### src/common/dmp_pkg.sv
// Package of constants and types for the dual modulus prescaler
package dmp_pkg;

  // ****************************************
  // Ratio variants
  // ****************************************
  typedef enum logic [1:0] {
    DMP_DIV_40_41 = 2'h0,
    DMP_DIV_64_65 = 2'h1,
    DMP_DIV_80_81 = 2'h2
  } dmp_variant_t;

  localparam int unsigned RATIO_LOW_40 = 40;
  localparam int unsigned RATIO_LOW_64 = 64;
  localparam int unsigned RATIO_LOW_80 = 80;

  // Widest count needed: 81 input edges
  localparam int unsigned CNT_W = 7;

  // ****************************************
  // Reset values
  // ****************************************
  // Divide by N after reset, matching a released control input
  localparam logic MOD_RST = 1'h1;
  localparam logic [CNT_W-1:0] CNT_RST = 7'h00;
  localparam logic DIV_RST = 1'h1;

  // ****************************************
  // Timing
  // ****************************************
  localparam int unsigned CLK_PERIOD_NS = 5;
  localparam int unsigned SYNC_STAGES = 2;

  function automatic int unsigned dmp_low_ratio(input dmp_variant_t v);
    int unsigned r;
    r = RATIO_LOW_64;
    unique case (v)
      DMP_DIV_40_41: r = RATIO_LOW_40;
      DMP_DIV_64_65: r = RATIO_LOW_64;
      DMP_DIV_80_81: r = RATIO_LOW_80;
      default: r = RATIO_LOW_64;
    endcase
    return r;
  endfunction

endpackage

### src/dmp_sync_edge.sv
// Two stage pin synchroniser with rising edge detector
module dmp_sync_edge (
  input wire logic sys_clk_i,
  input wire logic nrst_i,
  input wire logic pin_i,
  output logic level_o,
  output logic rise_o
);

  logic meta_q;
  logic meta_d;
  logic sync_q;
  logic sync_d;
  logic prev_q;
  logic prev_d;

  always_comb begin
    meta_d = pin_i;
    sync_d = meta_q;
    prev_d = sync_q;
  end

  // First stage feeds only the second stage
  always_ff @(posedge sys_clk_i or negedge nrst_i) begin
    if (!nrst_i) begin
      meta_q <= 1'h0;
      sync_q <= 1'h0;
      prev_q <= 1'h0;
    end else begin
      meta_q <= meta_d;
      sync_q <= sync_d;
      prev_q <= prev_d;
    end
  end

  assign level_o = sync_q;
  assign rise_o = sync_q & ~prev_q;

endmodule

### src/dmp_prescaler.sv
// Dual modulus prescaler dividing a sampled input clock by N or N+1
module dmp_prescaler #(
  parameter dmp_pkg::dmp_variant_t VARIANT = dmp_pkg::DMP_DIV_64_65
) (
  input wire logic sys_clk_i,
  input wire logic nrst_i,
  input wire logic fin_i,
  input wire logic mod_ctrl_i,
  output logic div_o,
  output logic mod_low_o
);

  // ****************************************
  // Ratio set
  // ****************************************
  localparam int unsigned RATIO_N = dmp_pkg::dmp_low_ratio(VARIANT);
  localparam logic [dmp_pkg::CNT_W-1:0] TERM_N = dmp_pkg::CNT_W'(RATIO_N - 1);
  localparam logic [dmp_pkg::CNT_W-1:0] TERM_N1 = dmp_pkg::CNT_W'(RATIO_N);
  localparam logic [dmp_pkg::CNT_W-1:0] HALF_N = dmp_pkg::CNT_W'(RATIO_N / 2);

  // ****************************************
  // Pin sampling
  // ****************************************
  logic fin_rise;
  logic ctrl_lvl;

  dmp_sync_edge u_fin_sync (
    .sys_clk_i(sys_clk_i),
    .nrst_i(nrst_i),
    .pin_i(fin_i),
    .level_o(),
    .rise_o(fin_rise)
  );

  // Same depth as the clock path, so the control keeps its setup margin
  // relative to the input edge once both are resampled
  dmp_sync_edge u_ctrl_sync (
    .sys_clk_i(sys_clk_i),
    .nrst_i(nrst_i),
    .pin_i(mod_ctrl_i),
    .level_o(ctrl_lvl),
    .rise_o()
  );

  // ****************************************
  // Counter
  // ****************************************
  logic [dmp_pkg::CNT_W-1:0] cnt_q;
  logic [dmp_pkg::CNT_W-1:0] cnt_d;
  logic mod_q;
  logic mod_d;
  logic div_q;
  logic div_d;
  logic [dmp_pkg::CNT_W-1:0] term;
  logic wrap;

  always_comb begin
    term = mod_q ? TERM_N : TERM_N1;
    wrap = fin_rise && (cnt_q == term);
    cnt_d = cnt_q;
    mod_d = mod_q;
    if (fin_rise) begin
      if (wrap) begin
        cnt_d = dmp_pkg::CNT_RST;
        // Modulus only changes at a count boundary
        mod_d = ctrl_lvl;
      end else begin
        cnt_d = cnt_q + 7'h01;
      end
    end
    // Output rises at the start of each count, one period per count
    div_d = (cnt_d < HALF_N);
  end

  always_ff @(posedge sys_clk_i or negedge nrst_i) begin
    if (!nrst_i) begin
      cnt_q <= dmp_pkg::CNT_RST;
      mod_q <= dmp_pkg::MOD_RST;
      div_q <= dmp_pkg::DIV_RST;
    end else begin
      cnt_q <= cnt_d;
      mod_q <= mod_d;
      div_q <= div_d;
    end
  end

  assign div_o = div_q;
  assign mod_low_o = mod_q;

  // ****************************************
  // Assertions
  // ****************************************
  localparam int CTRL_LAT = dmp_pkg::SYNC_STAGES;
endmodule

### config.mk
export PLATFORM = sky130hd
export DESIGN_NAME = dmp_prescaler
export DESIGN_NICKNAME = d
export VERILOG_FILES = /design/src/common/dmp_pkg.sv /design/src/dmp_sync_edge.sv /design/src/dmp_prescaler.sv
export SDC_FILE = /design/constraint.sdc
export NUM_CORES = 1
export LEC_CHECK = 0
export BUFFER_PORTS_ARGS = -buffer_cell sky130_fd_sc_hd__buf_2
export CORE_MARGIN = 10
export CORE_UTILIZATION = 30
export DETAILED_ROUTE_END_ITERATION = 10
export PLACE_DENSITY_LB_ADDON = 0.08
export REMOVE_ABC_BUFFERS = 1
export SLEW_MARGIN = 30
export SYNTH_ARGS = -nofsm -noshare
export SYNTH_HDL_FRONTEND = slang
export SYNTH_SLANG_ARGS = --single-unit
### constraint.sdc
create_clock -name sys_clk_i -period 3.8 [get_ports sys_clk_i]
set_clock_uncertainty 0.1 [all_clocks]
set_input_delay 0.38 -clock sys_clk_i [delete_from_list [all_inputs] [get_ports sys_clk_i]]
set_output_delay 0.38 -clock sys_clk_i [all_outputs]
set_load 0.1 [all_outputs]
==> results of run 1 <==
==> final timing paths <==
kind | start | end | slack [ns] | depth (start not counted)
max | cnt_q[4]$_DFFE_PN0N_ | mod_low_o$_DFFE_PN1P_ | 1.89 | 3
min | mod_ctrl_i | u_ctrl_sync.meta_q$_DFF_PN0_ | 0.11 | 1
max reg2reg | cnt_q[4]$_DFFE_PN0N_ | mod_low_o$_DFFE_PN1P_ | 1.89 | 3
min reg2reg | u_fin_sync.meta_q$_DFF_PN0_ | u_fin_sync.level_o$_DFF_PN0_ | 0.25 | 0
max in group asynchronous | nrst_i | div_o$_DFF_PN1_ | 2.90 | 2
min in group asynchronous | nrst_i | cnt_q[2]$_DFFE_PN0N_ | 0.41 | 2
==> layer usage <==
metal  global-route usage, %  up-vias
li1                        -      190
met1                    6.38      196
met2                    8.62       10
met3                    3.78        4
met4                    2.94        0
met5                       0        -
==> sequential cells by signal, summed over array words and instances, names as in the netlist <==
| name | flops |
|---|---|
| div_o | 1 |
| u_fin_sync.level_o | 1 |
| u_fin_sync.meta_q | 1 |
| u_ctrl_sync.level_o | 1 |
| u_ctrl_sync.meta_q | 1 |
| cnt_q | 7 |
| mod_low_o | 1 |
| u_fin_sync.prev_q | 1 |
==> kinds of logic (layout without fill, tap and decap cells) <==
| family | count (synthesis) | count (layout) | share of synthesized area [%] |
|---|---|---|---|
| xor gates and xnor gates | 5 | 5 | 7.29 |
| DFF | 14 | 14 | 58.8 |
| AOI/OAI and AO/OA | 4 | 4 | 7.71 |
| and+or+nand+nor | 24 | 24 | 21.7 |
| muxes | 1 | 1 | 2.50 |
| adders and majority gates | 1 | 1 | 2.08 |
| buffers and inverters | 0 | 10 | 0 |
==> synthesized netlist by cell type <==
master / instances / area [um^2]
nand2_1: 5 / 18.8
nor3_1: 2 / 10.0
dfstp_2: 2 / 52.6
o21ba_2: 1 / 10.0
xnor2_1: 1 / 8.76
nand4_1: 2 / 12.5
ha_1: 1 / 12.5
nand3b_1: 1 / 7.51
nand3_1: 2 / 10.0
or4b_4: 1 / 13.8
and3_2: 1 / 7.51
nor2b_1: 1 / 6.26
nand4b_1: 1 / 8.76
o21ai_0: 2 / 10.0
a221oi_4: 1 / 26.3
mux2_4: 1 / 15.0
nor2_1: 6 / 22.5
dfrtp_1: 12 / 300
nand2b_1: 2 / 12.5
xor2_1: 4 / 35.0
==> cell type report <==
| class | count | area (um^2) | share of cell area (%) |
|---|---|---|---|
| sequential | 14 | 353 | 50.0 |
| multi-input combinational | 35 | 248 | 35.1 |
| clock buffer | 4 | 36.3 | 5.14 |
| timing repair buffer | 6 | 35.0 | 4.96 |
| tap | 27 | 33.8 | 4.79 |
==> through the flow <==
stage          setup WS, ns  std cells  cell area, um^2  hold WS (ns)  utilization, %
6_report               1.89         86              706         0.105            36.3
5_1_grt                1.80         86              706        0.0708            36.3
3_3_place_gp           1.91         81              659         0.197            34.0
3_5_place_dp           1.89         81              659         0.191            34.0
2_1_floorplan          1.68         49              601       -0.0156               -
4_1_cts                1.89         86              706        0.0930            36.3
==> power by group through the flow <==
stage	clock network, mW	logic (mW)	registers (mW)
after global routing	0.122	0.0628	0.216
after global placement	0	0.0536	0.216
final	0.105	0.0527	0.211
after detailed placement	0	0.0526	0.213
after CTS	0.113	0.0537	0.210
after floorplan	0	0.0382	0.208
==> placed cells by master, fill, tap and decap left out, types with 2 or more instances in the layout <==
cell,synthesis,layout
nor3_1,2,2
nand2b_1,2,2
clkbuf_4,0,3
nor2_1,6,6
nand3_1,2,2
nand4_1,2,2
o21ai_0,2,2
buf_2,0,5
dfrtp_1,12,12
xor2_1,4,4
nand2_1,5,5
dfstp_2,2,2
==> results.cfg, run 1 <==
[setup_path]
worstPathRequired_ns = 3.91
start_kind = flop
path_cells = or4b_4 > a221oi_4 > mux2_4
crit_slowest_cell = or4b_4
path_class = flop to flop
crit_family = simple AND/OR/NAND/NOR gates
critPathCaptureType = flop
cp_max_fo = 7
max_stage_delay_ns = 0.55
critPathBufInv = 0
worstPathArrival_ns = 2.02

[placed_design]
portBuffers = 5
place.gp.congestion = 0.734

[logic_synthesis]
synth-seq-cells = 14
netlist_area_um2 = 601
yosys_warnings = 0
avgSynthCellArea_um2 = 12.3
syn_inst = 49
synth.distinct_cells = 20
yosysSeqAreaShare_pct = 58.7

[routing]
postRouteAntennaNets = 0
drt_iter0_drc = 16
wl_um = 993
met1Wirelength_um = 458
top_layer = met4
route.vias.total = 400
avgRoutedWirePerCell_um = 11.5
via_per_inst = 4.65
dr_wl_met2_um = 464
drc = 0
drt_pass1_iterations = 4
wl_met3_um = 53

[clocking]
clockRootBuffer = clkbuf_4
clockBufferDepth = 2
hold_buffers = 1
clkTransAtPathRegs_ns = 0.08
tritoncts = yes
numCtsBuffers = 3
cts_max_level = 1
cts_setup_buffers = 0
clk_latency_ns = 0.28
cts.sinks = 14
post_cts_resized = 0

[pwr]
p_seq_share_pct = 57.1
clkPwrFrac_pct = 28.6
p_int_mw = 0.257
ir_drop_mv = 0.203
leakage_nw = 0.321
power.total_mw = 0.369
switchingPower_mw = 0.112
switching_share_pct = 30.4
p_comb_share_pct = 14.3
pwr_density_cell_nw_per_um2 = 523

[global_route]
overflow = 0
grt_pass1_vias = 418
grt_max_degree = 15
antenna_found_initial = 0
grtUsageTotal_pct = 5.86
grt_pass1_wl_um = 1900

[timing]
rsz0062_at_grt = false
finalCritPeriodShare_pct = 50.2
finalSetupTns_ns = 0
worst_pin_slew_ns = 0.487
period_minus_slack_ns = 1.91
timing.final.max_slew_violations = 0
relSlewSlack_pct = 67.8
hold_viol = 0
finalSetupViolations = 0
fmax_ghz = 0.524

[worst_hold_path]
min_path_type = input pin to flop

[layout]
syn_to_final_growth_pct = 17.5
fill_cells = 200
fin_nets = 65
n_antenna_cell = 0
drive_above_1_share_pct = 27.1

[floorplanning]
core_um2 = 1940
start_util_pct = 30.9
io_pins = 6
placementRows = 16
fp.dieH_um = 64.7
die_area_um2 = 4190
die_w_um = 64.7

[flow_run]
max_cap_viol_count = 0

[outcome]
status = finished, final reports clean
(Power assumes the default switching activity.)
==> run 2: changes to the inputs <==
==> constraint.sdc (replaced) <==
create_clock -name sys_clk_i -period 1.7 [get_ports sys_clk_i]
set_clock_uncertainty 0.1 [all_clocks]
set_input_delay 0.17 -clock sys_clk_i [delete_from_list [all_inputs] [get_ports sys_clk_i]]
set_output_delay 0.17 -clock sys_clk_i [all_outputs]
set_load 0.1 [all_outputs]
==> run 2 against run 1 <==
Compared with the run above: the run now ends with setup timing left; critical path type unchanged; largest power group unchanged; final cell count rose by 12%; register-to-register slack got worse by 1.9 ns; global-route usage rose by 0.13 points; non-clock buffer count rose by 10; count of clock-buffer cells in the layout did not move.
==> results.cfg, run 2 (synthesis results as in run 1) <==
[outcome]
status = complete, but fails checks
violations = setup timing

[setup_path]
reg2reg_from = mod_low_o$_DFFE_PN1P_
r2r_slack_ns = -0.04
worstPathArrival_ns = 1.84
path_cells = or4b_4 > a221oi_4 > mux2_4
crit_slowest_cell = or4b_4
ff2ff_path_depth = 3
path_class = flop to flop
start_kind = flop
endpoint = mod_low_o$_DFFE_PN1P_
r2r_end = mod_low_o$_DFFE_PN1P_
critPathCaptureType = flop
cp_max_fo = 4
crit_start = mod_low_o$_DFFE_PN1P_
worstPathRequired_ns = 1.80
max_stage_delay_ns = 0.54

[placed_design]
dp.final_hpwl_um = 875
place.gp.congestion = 0.705
portBuffers = 5
dp_slack_ns = -0.0286

[clocking]
clockRootBuffer = clkbuf_4
clk_latency_ns = 0.27
numCtsBuffers = 3
clockBufferDepth = 2
cts.sinks = 14
clkTransAtPathRegs_ns = 0.09
cts_max_level = 1
tritoncts = yes

[timing]
period_minus_slack_ns = 1.74
worst_pin_slew_ns = 0.486
finalSetupViolations = 1
fmax_ghz = 0.576
timing.final.ws_setup_ns = -0.0366
rsz0062_at_grt = true
hold_viol = 0
finalCritPeriodShare_pct = 102
relSlewSlack_pct = 67.8
timing.final.max_slew_violations = 0

[layout]
largest_reg_flops = 7
final_common_cell = dfrtp_1
syn_to_final_growth_pct = 29.8
fill_cells = 200
drive_above_1_share_pct = 33.3
final_cell_mix = dfrtp_1 (12), buf_4 (7), nor2_1 (6)
fin_nets = 75
n_antenna_cell = 0
top_register = cnt_q

[routing]
avgRoutedWirePerCell_um = 12.1
drt_iter0_drc = 9
wl_um = 1170
drc = 0
via_per_inst = 4.47
postRouteAntennaNets = 0
route.vias.total = 429
drt_pass1_iterations = 4

[global_route]
overflow = 0
grtUsageTotal_pct = 5.99
antenna_found_initial = 0
grt_pass1_vias = 445
grt_max_degree = 15
grt_pass1_wl_um = 1930

[pwr]
pwr_density_cell_nw_per_um2 = 1090
power.total_mw = 0.847
leakage_nw = 0.367
ir_drop_mv = 0.525

[floorplanning]
placementRows = 16
fp.dieH_um = 64.7
start_util_pct = 30.9
die_area_um2 = 4190
io_pins = 6
core_um2 = 1940
die_w_um = 64.7

[flow_run]
max_cap_viol_count = 0

[worst_hold_path]
min_path_type = input pin to async pin
## run 2: report_power, final
group          total [mW]  internal (mW)  switching [mW]
logic               0.216          0.100           0.116
clock network       0.192         0.0908           0.101
registers           0.439          0.391          0.0483
total               0.847          0.582           0.265
## run 2: how the worst min path moves through the flow
stage | start | to | slack, ns | cells after the start
2_1_floorplan | nrst_i | cnt_q[0]$_DFFE_PN0N_ | -0.23 | 0
3_3_place_gp | nrst_i | cnt_q[2]$_DFFE_PN0N_ | -0.01 | 1
3_5_place_dp | nrst_i | cnt_q[2]$_DFFE_PN0N_ | -0.01 | 1
4_1_cts | nrst_i | cnt_q[2]$_DFFE_PN0N_ | 0.22 | 2
5_1_grt | nrst_i | cnt_q[2]$_DFFE_PN0N_ | 0.21 | 2
6_report | nrst_i | cnt_q[2]$_DFFE_PN0N_ | 0.21 | 2
## run 2: layout make-up
type	count	area (um^2)	share of cell area, %
Multi-Input combinational cell	35	248	31.8
Timing Repair Buffer	16	119	15.2
Clock buffer	4	26.3	3.37
Sequential cell	14	353	45.3
Tap cell	27	33.8	4.33
## run 2: critical path: cells and delay by family, from the launching register on
kind / cells / cell delay [ns]
flip-flops: 1 / 0.38
AO/OA/AOI/OAI: 1 / 0.32
AND/OR/NAND/NOR: 1 / 0.54
multiplexers: 1 / 0.32
## run 2: repair_timing
action | CTS | global route
gates resized for setup | 0 | 3
hold buffers | 3 | 0
endpoints found under the hold margin | 16 | 0
setup buffers | 0 | 0
setup endpoints to repair | 4 | 7
## run 2: through the flow
stage	std cells	hold slack, ns	TNS (ns)	cell area [um^2]	utilization, %
floorplan	49	-0.226	-1.92	601	-
global placement	89	-0.0117	-0.0337	719	37.0
detailed placement	89	-0.0142	-0.0434	719	37.0
CTS	96	0.216	-0.0911	776	39.9
global route	96	0.214	-0.185	779	40.1
finish	96	0.209	-0.0366	779	40.1
## run 2: metal layers
| layer | routed length (um) | GRT usage [%] |
|---|---|---|
| met1 | 522 | 6.76 |
| met5 | 0 | 0 |
| met3 | 63 | 1.89 |
| met4 | 10 | 4.01 |
| met2 | 569 | 9.48 |
